[src/line_drv_defines.vh]
// Behaviour
// - output enable low tri-states both line outputs
// - power-down disables driver whatever enable says
// - powered-down transmitter: outputs tri-stated, drivers off
// - hardware mode: one pin; processor mode: per-port bits
// - tx termination select bit switches internal termination
// - internal termination only in processor mode
// - rx termination select bit switches internal termination
// - four-bit field sets rx termination value
// - 32 out-of-range reference cycles set amplitude fault
// - amplitude fault interrupts only when enabled
// - monitor idle while transmitter disabled
// - persistence counted on reference clock edges
// - open or shorted line pin sets failure alarm
// - any failure alarm change interrupts when enabled
// - alarm clears only with activity on both pins
// - transmit data passes to line unaltered
`ifndef LINE_DRV_DEFINES_VH
`define LINE_DRV_DEFINES_VH

// ----------------------------------------
// bus geometry
// ----------------------------------------
`define ADDR_W 5
`define RESP_OKAY 2'h0
`define RESP_SLVERR 2'h2

// ----------------------------------------
// register byte offsets
// ----------------------------------------
`define OFF_CTRL 5'h00
`define OFF_TERM 5'h04
`define OFF_ADJ 5'h08
`define OFF_STATUS 5'h0C
`define OFF_IRQ_EN 5'h10

// ----------------------------------------
// register select codes
// ----------------------------------------
`define SEL_NONE 3'h0
`define SEL_CTRL 3'h1
`define SEL_TERM 3'h2
`define SEL_ADJ 3'h3
`define SEL_STATUS 3'h4
`define SEL_IRQ_EN 3'h5

// ----------------------------------------
// field positions (one byte lane per group)
// ----------------------------------------
`define LANE_LO 0
`define LANE_MID 8
`define LANE_HI 16
`define ADJ_BITS 4
`define MAX_PORTS 8

// ----------------------------------------
// reset values
// ----------------------------------------
`define RST_OE 8'h00
`define RST_PD 8'h00
`define RST_TERM 8'h00
`define RST_ADJ 32'h00000000

// ----------------------------------------
// driver monitor persistence, reference cycles
// ----------------------------------------
`define AMP_PERSIST 32

`endif

[src/drv_amp_monitor.v]
`timescale 1ns/1ps
`include "line_drv_defines.vh"

// persistence counter of one port's transmit amplitude monitor
module drv_amp_monitor #(
  parameter PERSIST = `AMP_PERSIST,
  parameter CW = 6
) (
  input wire core_clk,
  input wire rst,
  input wire enable,
  input wire ref_tick,
  input wire out_of_range,
  output reg fault_pulse
);

  // --------------------------------------
  // counter
  // --------------------------------------
  localparam [CW-1:0] LIMIT = PERSIST[CW-1:0];

  reg [CW-1:0] run_count; // consecutive out-of-range reference cycles
  reg fired; // fault already reported for this run

  // count on reference edges only, restart when in range or disabled
  always @(posedge core_clk) begin
    if (rst) begin
      run_count <= {CW{1'b0}};
      fired <= 1'b0;
      fault_pulse <= 1'b0;
    end else begin
      fault_pulse <= 1'b0;
      if (!enable || !out_of_range) begin
        run_count <= {CW{1'b0}};
        fired <= 1'b0;
      end else if (ref_tick && !fired) begin
        if (run_count == LIMIT - 1'b1) begin
          fault_pulse <= 1'b1;
          fired <= 1'b1;
          run_count <= {CW{1'b0}};
        end else begin
          run_count <= run_count + 1'b1;
        end
      end
    end
  end

endmodule

[src/line_driver_ctrl_monitor.v]
// Local design decisions: the placing of the registers and the AXI4-Lite register port.
`timescale 1ns/1ps
`include "line_drv_defines.vh"

// per-port line driver control, termination and supervision
module line_driver_ctrl_monitor #(
  parameter N_PORTS = 4
) (
  input wire core_clk,
  input wire rst,
  // axi4-lite slave
  input wire [`ADDR_W-1:0] s_axi_awaddr,
  input wire s_axi_awvalid,
  output reg s_axi_awready,
  input wire [31:0] s_axi_wdata,
  input wire [3:0] s_axi_wstrb,
  input wire s_axi_wvalid,
  output reg s_axi_wready,
  output reg [1:0] s_axi_bresp,
  output reg s_axi_bvalid,
  input wire s_axi_bready,
  input wire [`ADDR_W-1:0] s_axi_araddr,
  input wire s_axi_arvalid,
  output reg s_axi_arready,
  output reg [31:0] s_axi_rdata,
  output reg [1:0] s_axi_rresp,
  output reg s_axi_rvalid,
  input wire s_axi_rready,
  // mode and hardware-mode pins
  input wire proc_mode,
  input wire hw_tx_output_enable,
  input wire hw_tx_power_down,
  input wire ref_clk_in,
  // analog status per port
  input wire [N_PORTS-1:0] amp_below_low,
  input wire [N_PORTS-1:0] amp_above_high,
  input wire [N_PORTS-1:0] line_out_pos_fault,
  input wire [N_PORTS-1:0] line_in_pos_fault,
  input wire [N_PORTS-1:0] line_out_pos_activity,
  input wire [N_PORTS-1:0] line_in_pos_activity,
  // transmit data from the encoder, same clock
  input wire [N_PORTS-1:0] tx_pos_data,
  input wire [N_PORTS-1:0] tx_neg_data,
  // line pins and analog controls
  output reg [N_PORTS-1:0] line_out_pos,
  output reg [N_PORTS-1:0] line_out_pos_oe,
  output reg [N_PORTS-1:0] line_out_neg,
  output reg [N_PORTS-1:0] line_out_neg_oe,
  output reg [N_PORTS-1:0] tx_driver_power_on,
  output reg [N_PORTS-1:0] tx_internal_term_on,
  output reg [N_PORTS-1:0] rx_internal_term_on,
  output reg [`ADJ_BITS*N_PORTS-1:0] rx_term_value_adj_out,
  output reg irq
);

  // --------------------------------------
  // constants and helpers
  // --------------------------------------
  localparam N = N_PORTS;
  localparam SW = 4 + 6 * N; // width of the synchronised pin bundle
  localparam [7:0] PMASK = (N >= `MAX_PORTS) ? 8'hFF : ((8'h01 << N) - 8'h01);
  localparam [31:0] ADJ_MASK = (N >= `MAX_PORTS) ? 32'hFFFFFFFF :
                               ((32'h00000001 << (`ADJ_BITS * N)) - 32'h00000001);

  // byte-lane merge under write strobes
  function [31:0] merge;
    input [31:0] old;
    input [31:0] nw;
    input [3:0] strb;
    integer i;
    begin
      merge = old;
      for (i = 0; i < 4; i = i + 1) begin
        if (strb[i]) begin
          merge[8*i +: 8] = nw[8*i +: 8];
        end
      end
    end
  endfunction

  // address decode shared by read and write
  function [2:0] reg_sel;
    input [`ADDR_W-1:0] a;
    begin
      case (a)
        `OFF_CTRL: reg_sel = `SEL_CTRL;
        `OFF_TERM: reg_sel = `SEL_TERM;
        `OFF_ADJ: reg_sel = `SEL_ADJ;
        `OFF_STATUS: reg_sel = `SEL_STATUS;
        `OFF_IRQ_EN: reg_sel = `SEL_IRQ_EN;
        default: reg_sel = `SEL_NONE;
      endcase
    end
  endfunction

  // --------------------------------------
  // pin synchronisers
  // --------------------------------------
  wire [SW-1:0] pin_raw; // asynchronous pins bundled
  reg [SW-1:0] pin_meta; // first stage, read only by second
  reg [SW-1:0] pin_sync; // second stage, safe to use

  assign pin_raw = {proc_mode, hw_tx_output_enable, hw_tx_power_down, ref_clk_in,
                    amp_below_low, amp_above_high, line_out_pos_fault,
                    line_in_pos_fault, line_out_pos_activity, line_in_pos_activity};

  // two flip-flops on every pin
  always @(posedge core_clk) begin
    if (rst) begin
      pin_meta <= {SW{1'b0}};
      pin_sync <= {SW{1'b0}};
    end else begin
      pin_meta <= pin_raw;
      pin_sync <= pin_meta;
    end
  end

  wire mode_proc = pin_sync[SW-1]; // processor interface active
  wire hw_oe_s = pin_sync[SW-2];
  wire hw_pd_s = pin_sync[SW-3];
  wire ref_s = pin_sync[SW-4];
  wire [N-1:0] below_s = pin_sync[6*N-1 -: N];
  wire [N-1:0] above_s = pin_sync[5*N-1 -: N];
  wire [N-1:0] txf_s = pin_sync[4*N-1 -: N];
  wire [N-1:0] rxf_s = pin_sync[3*N-1 -: N];
  wire [N-1:0] txa_s = pin_sync[2*N-1 -: N];
  wire [N-1:0] rxa_s = pin_sync[N-1 -: N];

  // --------------------------------------
  // reference clock edge detect
  // --------------------------------------
  reg ref_d; // previous synchronised reference level
  wire ref_tick = ref_s & ~ref_d;

  always @(posedge core_clk) begin
    if (rst) begin
      ref_d <= 1'b0;
    end else begin
      ref_d <= ref_s;
    end
  end

  // --------------------------------------
  // software registers
  // --------------------------------------
  reg [7:0] oe_bits; // per-port output enable
  reg [7:0] pd_bits; // per-port power-down
  reg [7:0] tx_term_bits; // per-port tx termination select
  reg [7:0] rx_term_bits; // per-port rx termination select
  reg [31:0] adj_bits; // rx termination value, four bits a port
  reg [7:0] amp_sticky; // amplitude fault events
  reg [7:0] fail_sticky; // failure alarm change events
  reg [7:0] amp_irq_en; // driver_amp_fault_irq_en per port
  reg [7:0] fail_irq_en; // tx_fail_alarm_irq_en per port
  reg [N-1:0] tx_fail_alarm; // live failure alarm per port

  // --------------------------------------
  // driver enable per port
  // --------------------------------------
  wire [N-1:0] oe_ctl = mode_proc ? oe_bits[N-1:0] : {N{hw_oe_s}};
  wire [N-1:0] pd_ctl = mode_proc ? pd_bits[N-1:0] : {N{hw_pd_s}};
  wire [N-1:0] drv_on = oe_ctl & ~pd_ctl;

  // --------------------------------------
  // driver amplitude monitors
  // --------------------------------------
  wire [N-1:0] amp_fault; // one-cycle pulse per port

  genvar gp;
  generate
    for (gp = 0; gp < N; gp = gp + 1) begin : g_mon
      drv_amp_monitor #(
        .PERSIST(`AMP_PERSIST),
        .CW(6)
      ) u_mon (
        .core_clk(core_clk),
        .rst(rst),
        .enable(drv_on[gp]),
        .ref_tick(ref_tick),
        .out_of_range(below_s[gp] | above_s[gp]),
        .fault_pulse(amp_fault[gp])
      );
    end
  endgenerate

  // --------------------------------------
  // transmit failure alarm
  // --------------------------------------
  wire [N-1:0] pin_fault = txf_s | rxf_s;
  wire [N-1:0] both_active = txa_s & rxa_s;
  wire [N-1:0] next_fail = pin_fault | (tx_fail_alarm & ~both_active);
  wire [N-1:0] fail_change = next_fail ^ tx_fail_alarm;

  always @(posedge core_clk) begin
    if (rst) begin
      tx_fail_alarm <= {N{1'b0}};
    end else begin
      tx_fail_alarm <= next_fail;
    end
  end

  // --------------------------------------
  // axi write channel
  // --------------------------------------
  reg aw_got; // address held
  reg w_got; // data held
  reg [`ADDR_W-1:0] aw_addr; // held write address
  reg [31:0] w_data; // held write data
  reg [3:0] w_strb; // held strobes
  wire do_write = aw_got & w_got & ~s_axi_bvalid;
  wire [2:0] wsel = reg_sel(aw_addr);
  wire [31:0] wclr = merge(32'h00000000, w_data, w_strb); // ones to clear

  // take address and data in either order, answer after both
  always @(posedge core_clk) begin
    if (rst) begin
      aw_got <= 1'b0;
      w_got <= 1'b0;
      aw_addr <= {`ADDR_W{1'b0}};
      w_data <= 32'h00000000;
      w_strb <= 4'h0;
      s_axi_awready <= 1'b1;
      s_axi_wready <= 1'b1;
      s_axi_bvalid <= 1'b0;
      s_axi_bresp <= `RESP_OKAY;
    end else begin
      if (s_axi_awvalid && s_axi_awready) begin
        aw_got <= 1'b1;
        aw_addr <= s_axi_awaddr;
        s_axi_awready <= 1'b0;
      end
      if (s_axi_wvalid && s_axi_wready) begin
        w_got <= 1'b1;
        w_data <= s_axi_wdata;
        w_strb <= s_axi_wstrb;
        s_axi_wready <= 1'b0;
      end
      if (do_write) begin
        aw_got <= 1'b0;
        w_got <= 1'b0;
        s_axi_bvalid <= 1'b1;
        s_axi_bresp <= (wsel == `SEL_NONE) ? `RESP_SLVERR : `RESP_OKAY;
      end
      if (s_axi_bvalid && s_axi_bready) begin
        s_axi_bvalid <= 1'b0;
        s_axi_awready <= 1'b1;
        s_axi_wready <= 1'b1;
      end
    end
  end

  // --------------------------------------
  // register updates
  // --------------------------------------
  wire [2*N+15:0] set_pad = {8'h00, fail_change, 8'h00, amp_fault}; // events zero-padded to byte lanes
  wire [7:0] amp_set = set_pad[`LANE_LO +: 8];
  wire [7:0] fail_set = set_pad[N+`LANE_MID +: 8];
  wire [31:0] ctrl_new = merge({16'h0000, pd_bits, oe_bits}, w_data, w_strb); // control word after write
  wire [31:0] term_new = merge({16'h0000, rx_term_bits, tx_term_bits}, w_data, w_strb); // termination after write
  wire [31:0] irq_en_new = merge({16'h0000, fail_irq_en, amp_irq_en}, w_data, w_strb); // enables after write
  wire [7:0] amp_clr = (do_write && wsel == `SEL_STATUS) ? wclr[`LANE_LO +: 8] : 8'h00;
  wire [7:0] fail_clr = (do_write && wsel == `SEL_STATUS) ? wclr[`LANE_MID +: 8] : 8'h00;

  // writes store masked fields; status bits clear on one, set wins
  always @(posedge core_clk) begin
    if (rst) begin
      oe_bits <= `RST_OE;
      pd_bits <= `RST_PD;
      tx_term_bits <= `RST_TERM;
      rx_term_bits <= `RST_TERM;
      adj_bits <= `RST_ADJ;
      amp_irq_en <= 8'h00;
      fail_irq_en <= 8'h00;
      amp_sticky <= 8'h00;
      fail_sticky <= 8'h00;
    end else begin
      amp_sticky <= (amp_sticky & ~amp_clr) | amp_set;
      fail_sticky <= (fail_sticky & ~fail_clr) | fail_set;
      if (do_write) begin
        case (wsel)
          `SEL_CTRL: begin
            oe_bits <= ctrl_new[`LANE_LO +: 8] & PMASK;
            pd_bits <= ctrl_new[`LANE_MID +: 8] & PMASK;
          end
          `SEL_TERM: begin
            tx_term_bits <= term_new[`LANE_LO +: 8] & PMASK;
            rx_term_bits <= term_new[`LANE_MID +: 8] & PMASK;
          end
          `SEL_ADJ: begin
            adj_bits <= merge(adj_bits, w_data, w_strb) & ADJ_MASK;
          end
          `SEL_IRQ_EN: begin
            amp_irq_en <= irq_en_new[`LANE_LO +: 8] & PMASK;
            fail_irq_en <= irq_en_new[`LANE_MID +: 8] & PMASK;
          end
          default: oe_bits <= oe_bits;
        endcase
      end
    end
  end

  // --------------------------------------
  // axi read channel
  // --------------------------------------
  reg [31:0] rd_mux; // word selected by the read address
  reg [7:0] alarm_byte; // live alarm padded to a byte

  always @* begin
    alarm_byte = 8'h00;
    alarm_byte[N-1:0] = tx_fail_alarm;
    case (reg_sel(s_axi_araddr))
      `SEL_CTRL: rd_mux = {16'h0000, pd_bits, oe_bits};
      `SEL_TERM: rd_mux = {16'h0000, rx_term_bits, tx_term_bits};
      `SEL_ADJ: rd_mux = adj_bits;
      `SEL_STATUS: rd_mux = {8'h00, alarm_byte, fail_sticky, amp_sticky};
      `SEL_IRQ_EN: rd_mux = {16'h0000, fail_irq_en, amp_irq_en};
      default: rd_mux = 32'h00000000;
    endcase
  end

  // one read at a time, data registered at acceptance
  always @(posedge core_clk) begin
    if (rst) begin
      s_axi_arready <= 1'b1;
      s_axi_rvalid <= 1'b0;
      s_axi_rdata <= 32'h00000000;
      s_axi_rresp <= `RESP_OKAY;
    end else begin
      if (s_axi_arvalid && s_axi_arready) begin
        s_axi_arready <= 1'b0;
        s_axi_rvalid <= 1'b1;
        s_axi_rdata <= rd_mux;
        s_axi_rresp <= (reg_sel(s_axi_araddr) == `SEL_NONE) ? `RESP_SLVERR : `RESP_OKAY;
      end else if (s_axi_rvalid && s_axi_rready) begin
        s_axi_rvalid <= 1'b0;
        s_axi_arready <= 1'b1;
      end
    end
  end

  // --------------------------------------
  // line pins, analog controls, interrupt
  // --------------------------------------
  always @(posedge core_clk) begin
    if (rst) begin
      line_out_pos <= {N{1'b0}};
      line_out_neg <= {N{1'b0}};
      line_out_pos_oe <= {N{1'b0}};
      line_out_neg_oe <= {N{1'b0}};
      tx_driver_power_on <= {N{1'b0}};
      tx_internal_term_on <= {N{1'b0}};
      rx_internal_term_on <= {N{1'b0}};
      rx_term_value_adj_out <= {(`ADJ_BITS*N){1'b0}};
      irq <= 1'b0;
    end else begin
      line_out_pos_oe <= drv_on;
      line_out_neg_oe <= drv_on;
      line_out_pos <= tx_pos_data & drv_on;
      line_out_neg <= tx_neg_data & drv_on;
      tx_driver_power_on <= ~pd_ctl;
      tx_internal_term_on <= mode_proc ? tx_term_bits[N-1:0] : {N{1'b0}};
      rx_internal_term_on <= mode_proc ? rx_term_bits[N-1:0] : {N{1'b0}};
      rx_term_value_adj_out <= mode_proc ? adj_bits[`ADJ_BITS*N-1:0] :
                               {(`ADJ_BITS*N){1'b0}};
      irq <= |(amp_sticky & amp_irq_en) | |(fail_sticky & fail_irq_en);
    end
  end

endmodule

[config.mk]
export PLATFORM = sky130hd
export DESIGN_NAME = line_driver_ctrl_monitor
export DESIGN_NICKNAME = d
export VERILOG_FILES = /design/src/drv_amp_monitor.v /design/src/line_driver_ctrl_monitor.v
export VERILOG_INCLUDE_DIRS = /design/src
export SDC_FILE = /design/constraint.sdc
export NUM_CORES = 1
export LEC_CHECK = 0
export BUFFER_PORTS_ARGS = -buffer_cell sky130_fd_sc_hd__buf_2
export CORE_MARGIN = 8
export CORE_UTILIZATION = 45
export DETAILED_ROUTE_END_ITERATION = 8
export GPL_ROUTABILITY_DRIVEN = 1
export HOLD_SLACK_MARGIN = 0.02
export PLACE_DENSITY = 0.76
export SLEW_MARGIN = 20
export SYNTH_ARGS = -nofsm -noshare
export SYNTH_HDL_FRONTEND = slang
export SYNTH_SLANG_ARGS = --single-unit
[constraint.sdc]
create_clock -name core_clk -period 1.7 [get_ports core_clk]
set_input_delay 0.255 -clock core_clk [delete_from_list [all_inputs] [get_ports core_clk]]
set_output_delay 0.255 -clock core_clk [all_outputs]
set_load 0.005 [all_outputs]
Yosys cells after proc, flatten, opt, wreduce, memory -nomap -nowiden --
Cells that the tools add are included. Widths: inputs -> output; s select.
Operators by class: add/sub/neg operators 4, bitwise gates (word level) 33, eq/ne operators 22, reductions and logical operators 56, muxes and demuxes 25
Operator list (number):
- $pmux 20 s5 | 1
- $mux 8 | 4
- $pmux 3 s5 | 2
- $add 6x1->6 const B | 4
- $eq 6x5->1 const B | 4
- $mux 6 | 4
- $reduce_and 3->1 | 8
- $and 4x4->4 | 5
- $eq 5x4->1 const B | 4
- $and 8x4->8 | 2
- $and 8x8->8 | 2
- $not 8->8 | 2
- $or 8x4->8 | 2
- $reduce_or 8->1 | 2
- $reduce_or 2->1 | 7
- $eq 3x2->1 const B | 4
- $eq 3x3->1 const B | 4
- $logic_not 1->1 | 12
- $reduce_or 3->1 | 4
- $eq 5x3->1 const B | 2
- $eq 5x5->1 const B | 2
- $logic_and 1x1->1 | 10
- $logic_not 5->1 | 2
- $mux 1 | 8
- 14 further kinds | 39
Storage, ports and cells: input port bits 89, bits in registers 256, word-level logic and storage cells 187, output and inout port bits 86

Logic depth before layout (Yosys ltp) --
depth after elaboration 8, mapped depth 5

By module --
Synthesis repeated with hierarchy kept, for this count alone.
Second synthesis, totals: cells, all modules 911, area total of the unflattened synthesis 8983.6 µm²
Modules (own cells, without submodules):
- line_driver_ctrl_monitor | area an instance 7582.3 µm², times used 1, cells an instance 775, seq. area each 4204.0 µm²
- drv_amp_monitor | area an instance 350.3 µm², times used 4, cells an instance 34, seq. area each 160.2 µm²

Least setup slack after synthesis --
OpenSTA, ideal clock, no wires.
kind register to register, from register aw_addr[2], to register rx_term_bits[0], setup slack -0.068 ns, path buffers 1, cell stages (with the launch flop) 5, data arrival time 1.652 ns, cells stage by stage dfxtp_1 > or4b_1 > buf_2 > or3_1 > a31o_2
On the way: longest elaborated chain between the ends 4
Ends and longest elaborated chain:
- from (decl) | line line_driver_ctrl_monitor.v:207 | reg [`ADDR_W-1:0] aw_addr;
- from (signal assigned) | line line_driver_ctrl_monitor.v:219 | aw_addr <= {`ADDR_W{1'b0}};
- from (signal assigned) | line line_driver_ctrl_monitor.v:229 | aw_addr <= s_axi_awaddr;
- $eq 5x5->1 (tied with other cells) | line line_driver_ctrl_monitor.v:85 | case (a)
- $pmux 3 s5 (*) | line line_driver_ctrl_monitor.v:85
- $eq 3x2->1 (*) | line line_driver_ctrl_monitor.v:280 | case (wsel)
- $reduce_and 3->1 (no source line) (*)
- to (signal assigned) | line line_driver_ctrl_monitor.v:270 | rx_term_bits <= `RST_TERM;
- to (signal assigned) | line line_driver_ctrl_monitor.v:287 | rx_term_bits <= term_new[`LANE_MID +: 8] & PMASK;
- to (decl) | line line_driver_ctrl_monitor.v:149 | reg [7:0] rx_term_bits;
Every way passes the cells marked *; elsewhere a longest branch is shown, timed or not. A chain may end at the register's enable or synchronous reset.

Worst setup path after layout --
from register aw_addr[0], to register rx_term_bits[2]
Same word-level chain as after synthesis.

==> reports/results.md <==
* **Boundary Pins** 175
* **count of input and output buffers** 142
* **count of unresolved DRC violations after routing** 0
* **post-layout min period** 1.67 ns
* **Mapped Avg Cell Area** 9.68 µm²
* **CTS tree** yes
* **clock transition time at the flip-flop clock pins of the worst setup and hold paths** 0.06 ns
* **setup repair after global routing missed its margin** no
* **total inserted antenna cells** 0
* **Setup crit end kind** flip-flop
* **count of maximum capacitance violations** 0
* **via count of the first global-routing pass** 7,335
* **Overflow after GRT** 0
* **post-detailed-route wirelength per cell** 16.2 µm
* **YS warnings** 0
* **power per unit of standard cell area** 1010 nW/µm²
* **starting density of the core** 0.458
* **most used flip-flop cell after synthesis** sky130_fd_sc_hd__dfxtp_1
* **total standard cell area after synthesis** 8920 µm²
* **required time worst endpoint** 2.10 ns
* **ratio of routed vias to standard cells** 5.21
* **largest voltage drop on the vdd net** 0.707 mV
* **synthesized netlist cell count** 921
* **Critical Path Slowest Stage Cell** sky130_fd_sc_hd__or4b_4
* **Largest stage delay, worst path** 0.58 ns
* **Max FO, Critical Path** 8
* **detailed-route wire length** 23,000 µm
* **synthesis-to-finish area growth** 29.0%
* **initial antenna violation count** 0
* **remaining max-slew budget at the tightest pin** 0.627
* **Final period util** 0.982
* **total via count after detailed routing** 7,413
* **number of synthesized register bits** 242
* **setup slack of the critical path after layout** 0.0299 ns
* **half-perimeter wire length after placement** 15,900 µm
* **Pre-antenna DRT Iters** 5
* **number of failing hold endpoints at the final stage** 0
* **Tot GR Track Use** 0.184
* **Setup CP Type** flip-flop to flip-flop
* **summed negative setup slack over all endpoints** 0 ns
* **number of enable flip-flop cells after synthesis** 0
* **clock buffers created by TritonCTS** 25
* **total core area** 19,500 µm²
* **share of async-settable or async-resettable flops after synthesis** 0
* **detailed router's first-iteration violation count** 628
* **number of antenna-violating nets in the routed design** 0
* **final setup violation count** 0
* **Clk Latency, worst-skew pair** 0.52 ns
* **worst hold path type** input pin to flip-flop
* **startpoint class of the critical path** flip-flop
* **fraction of final layout cells sized beyond drive strength 1** 0.252
* **cell chosen for the clock root** sky130_fd_sc_hd__clkbuf_16
* **first-pass GRT wire length** 36,900 µm
* **worst clock skew on the final layout** 0.0163 ns
* **series of cell instances along the critical path** or4b_4 > or3_4 > a31o_2
* **timing-limited maximum frequency** 599 MHz
* **die span in y** 157 µm
* **gpl congestion** 0.816
* **level count of the clock H-tree** 1
* **outcome** finished, final reports clean
* **full die area** 24,600 µm²
* **worst path arrival time** 2.07 ns
* **Place WS** 0.00739 ns
* **Slew @ Worst Pin** 0.559 ns
* **number of standard-cell rows in the floorplan** 51
* **fin nets** 1,239
* **register area share after synthesis** 0.543
* **static leakage** 4.60 nW
* **number of pins exceeding their max-slew limit in the final report** 0
* **Die Wd** 157 µm
* **distinct cell type count of the synthesized netlist** 53
* **critical path's top delay family** simple AND/OR/NAND/NOR gates
* **pin count of the biggest net entering global routing** 57
* **number of buffers between clock root and the deepest sink** 3
* **Critical path buffers and inverters** 0
* **clk sinks** 242
==> worst register-to-register path: stages (launching register included) <==
cell	delay (ns)
sky130_fd_sc_hd__dfxtp_1	0.34
sky130_fd_sc_hd__or4b_4	0.59
sky130_fd_sc_hd__or3_4	0.38
sky130_fd_sc_hd__a31o_2	0.25
==> cells by family (layout without fill, tap and decap cells) <==
kind of cell,after synthesis,count (layout),share of synthesized area
other cells,1,14,0.000420
buf+inv,79,304,0.0411
fa+ha+maj,4,4,0.00561
mux,56,56,0.0662
xor+xnor,7,7,0.00687
compound gates,151,151,0.106
simple gates,381,381,0.230
flops,242,242,0.543
==> placed cells by master (no fill, tap or decap), types with 8 or more instances in the layout <==
| master | Yosys | routed |
|---|---|---|
| sky130_fd_sc_hd__a31o_2 | 9 | 9 |
| sky130_fd_sc_hd__o21ai_0 | 18 | 18 |
| sky130_fd_sc_hd__nor2b_1 | 59 | 59 |
| sky130_fd_sc_hd__nand4_1 | 23 | 23 |
| sky130_fd_sc_hd__dfxtp_1 | 242 | 240 |
| sky130_fd_sc_hd__clkbuf_16 | 0 | 25 |
| sky130_fd_sc_hd__a21oi_1 | 70 | 70 |
| sky130_fd_sc_hd__a22oi_1 | 12 | 12 |
| sky130_fd_sc_hd__nand2_1 | 146 | 146 |
| sky130_fd_sc_hd__buf_2 | 2 | 141 |
| sky130_fd_sc_hd__dlygate4sd3_1 | 0 | 59 |
| sky130_fd_sc_hd__inv_1 | 12 | 12 |
| sky130_fd_sc_hd__nor3_1 | 9 | 9 |
| sky130_fd_sc_hd__nor2_1 | 21 | 21 |
| sky130_fd_sc_hd__a32oi_1 | 8 | 8 |
| sky130_fd_sc_hd__mux2i_1 | 32 | 32 |
| sky130_fd_sc_hd__buf_4 | 18 | 48 |
| sky130_fd_sc_hd__and2_1 | 34 | 34 |
| sky130_fd_sc_hd__nor4_1 | 10 | 10 |
| sky130_fd_sc_hd__mux2_2 | 24 | 24 |
| sky130_fd_sc_hd__nand3_1 | 17 | 17 |
| sky130_fd_sc_hd__conb_1 | 1 | 14 |
==> synthesized netlist by cell type, types with 2 or more instances <==
cell                        number  area [µm²]
sky130_fd_sc_hd__a22oi_1        12        90.1
sky130_fd_sc_hd__nor4_1         10        62.6
sky130_fd_sc_hd__buf_1           7        26.3
sky130_fd_sc_hd__a211oi_1        5        37.5
sky130_fd_sc_hd__a21oi_1        70         350
sky130_fd_sc_hd__nor3_1          9        45.0
sky130_fd_sc_hd__nand4bb_1       2        22.5
sky130_fd_sc_hd__or4_1           4        30.0
sky130_fd_sc_hd__a32oi_1         8        70.1
sky130_fd_sc_hd__a311oi_1        6        52.6
sky130_fd_sc_hd__a31o_2          9        78.8
sky130_fd_sc_hd__o21ai_0        18        90.1
sky130_fd_sc_hd__clkbuf_1       39         146
sky130_fd_sc_hd__nand2_1       146         548
sky130_fd_sc_hd__and2_1         34         213
sky130_fd_sc_hd__or3_1           9        56.3
sky130_fd_sc_hd__nand4_1        23         144
sky130_fd_sc_hd__nor3b_1         4        30.0
sky130_fd_sc_hd__o21ba_2         3        30.0
sky130_fd_sc_hd__a31oi_1         6        37.5
sky130_fd_sc_hd__mux2_2         24         270
sky130_fd_sc_hd__mux2i_1        32         320
sky130_fd_sc_hd__xnor2_1         7        61.3
sky130_fd_sc_hd__nor4bb_1        7        70.1
sky130_fd_sc_hd__or3b_2          3        26.3
sky130_fd_sc_hd__nor2_1         21        78.8
sky130_fd_sc_hd__buf_2           2        10.0
sky130_fd_sc_hd__nor4b_1         3        26.3
sky130_fd_sc_hd__ha_1            4        50.1
sky130_fd_sc_hd__nand2b_1        7        43.8
sky130_fd_sc_hd__buf_4          18         135
sky130_fd_sc_hd__o31ai_1         7        52.6
sky130_fd_sc_hd__nor2b_1        59         369
sky130_fd_sc_hd__nor4_2          2        25.0
sky130_fd_sc_hd__nand4b_1        7        61.3
sky130_fd_sc_hd__or2_2           7        43.8
sky130_fd_sc_hd__o22ai_1         3        18.8
sky130_fd_sc_hd__dfxtp_1       242        4840
sky130_fd_sc_hd__inv_1          12        45.0
sky130_fd_sc_hd__nand3_1        17        85.1
==> worst paths after layout <==
| check | slack (ns) | to | cells past startpoint | from |
|---|---|---|---|---|
| worst max-delay path | 0.03 | rx_term_bits[2]$_SDFFE_PP0P_ | 3 | aw_addr[0]$_SDFFE_PP0P_ |
| worst min-delay path | 0.04 | aw_addr[0]$_SDFFE_PP0P_ | 3 | s_axi_awaddr[0] |
| worst max register to register | 0.03 | rx_term_bits[2]$_SDFFE_PP0P_ | 3 | aw_addr[0]$_SDFFE_PP0P_ |
| worst min register to register | 0.43 | pin_sync[24]$_SDFF_PP0_ | 1 | pin_meta[24]$_SDFF_PP0_ |
==> final cells by class <==
class                           instances  area (µm²)
Clock inverter                          5        30.0
Inverter                               13        48.8
Sequential cell                       242        4850
Timing Repair Buffer                  251        1720
Multi-Input combinational cell        613        3830
Fill cell                            1592        7960
Tap cell                              265         332
Clock buffer                           35         703
==> power breakdown <==
part           internal [W]  leakage [nW]  switching [W]  total (W)
registers           0.00581          1.97      0.0000906    0.00590
clock network       0.00285         0.356        0.00211    0.00496
logic              0.000343          2.28       0.000374   0.000718
==> timing repair <==
item | CTS | global route
endpoints found under the hold margin | 58 | 0
gates resized for setup | 2 | 9
buffers inserted | 0 | 0
cloned | 0 | 0
endpoints found under the setup margin | 4 | 14
hold buffers | 59 | 0
pin swaps | 0 | 2
==> flip-flops by register name, indices dropped and copies added, names as in the netlist, 5 cells and up <==
name,flops
aw_addr,5
adj_bits,16
s_axi_rdata,20
rx_term_value_adj_out,16
pin_sync,28
fail_sticky,8
amp_sticky,8
w_data,16
pin_meta,28
g_mon.u_mon.run_count,24
==> per-layer routing <==
layer | vias to the layer above | wire, µm | part of all wire | track usage
met4 | 0 | 518 | 0.022 | 0.0636
met3 | 46 | 1580 | 0.069 | 0.0328
met5 | - | 0 | 0 | 0
li1 | 3617 | - | - | -
met1 | 3489 | 10200 | 0.44 | 0.233
met2 | 261 | 10800 | 0.47 | 0.311
==> stage by stage <==
step                area [µm²]  hold slack [ns]   util  instances  total power, W
floorplan                 8980            0.355      -        934         0.00636
global placement         10100            0.416  0.520       1325         0.00660
detailed placement       10100            0.421  0.520       1325         0.00661
CTS                      11500           0.0237  0.589       1424          0.0116
global route             11500           0.0315  0.591       1424          0.0120
finish                   11500           0.0361  0.591       1424          0.0116
Note: power is estimated with default switching activity, not from simulation.
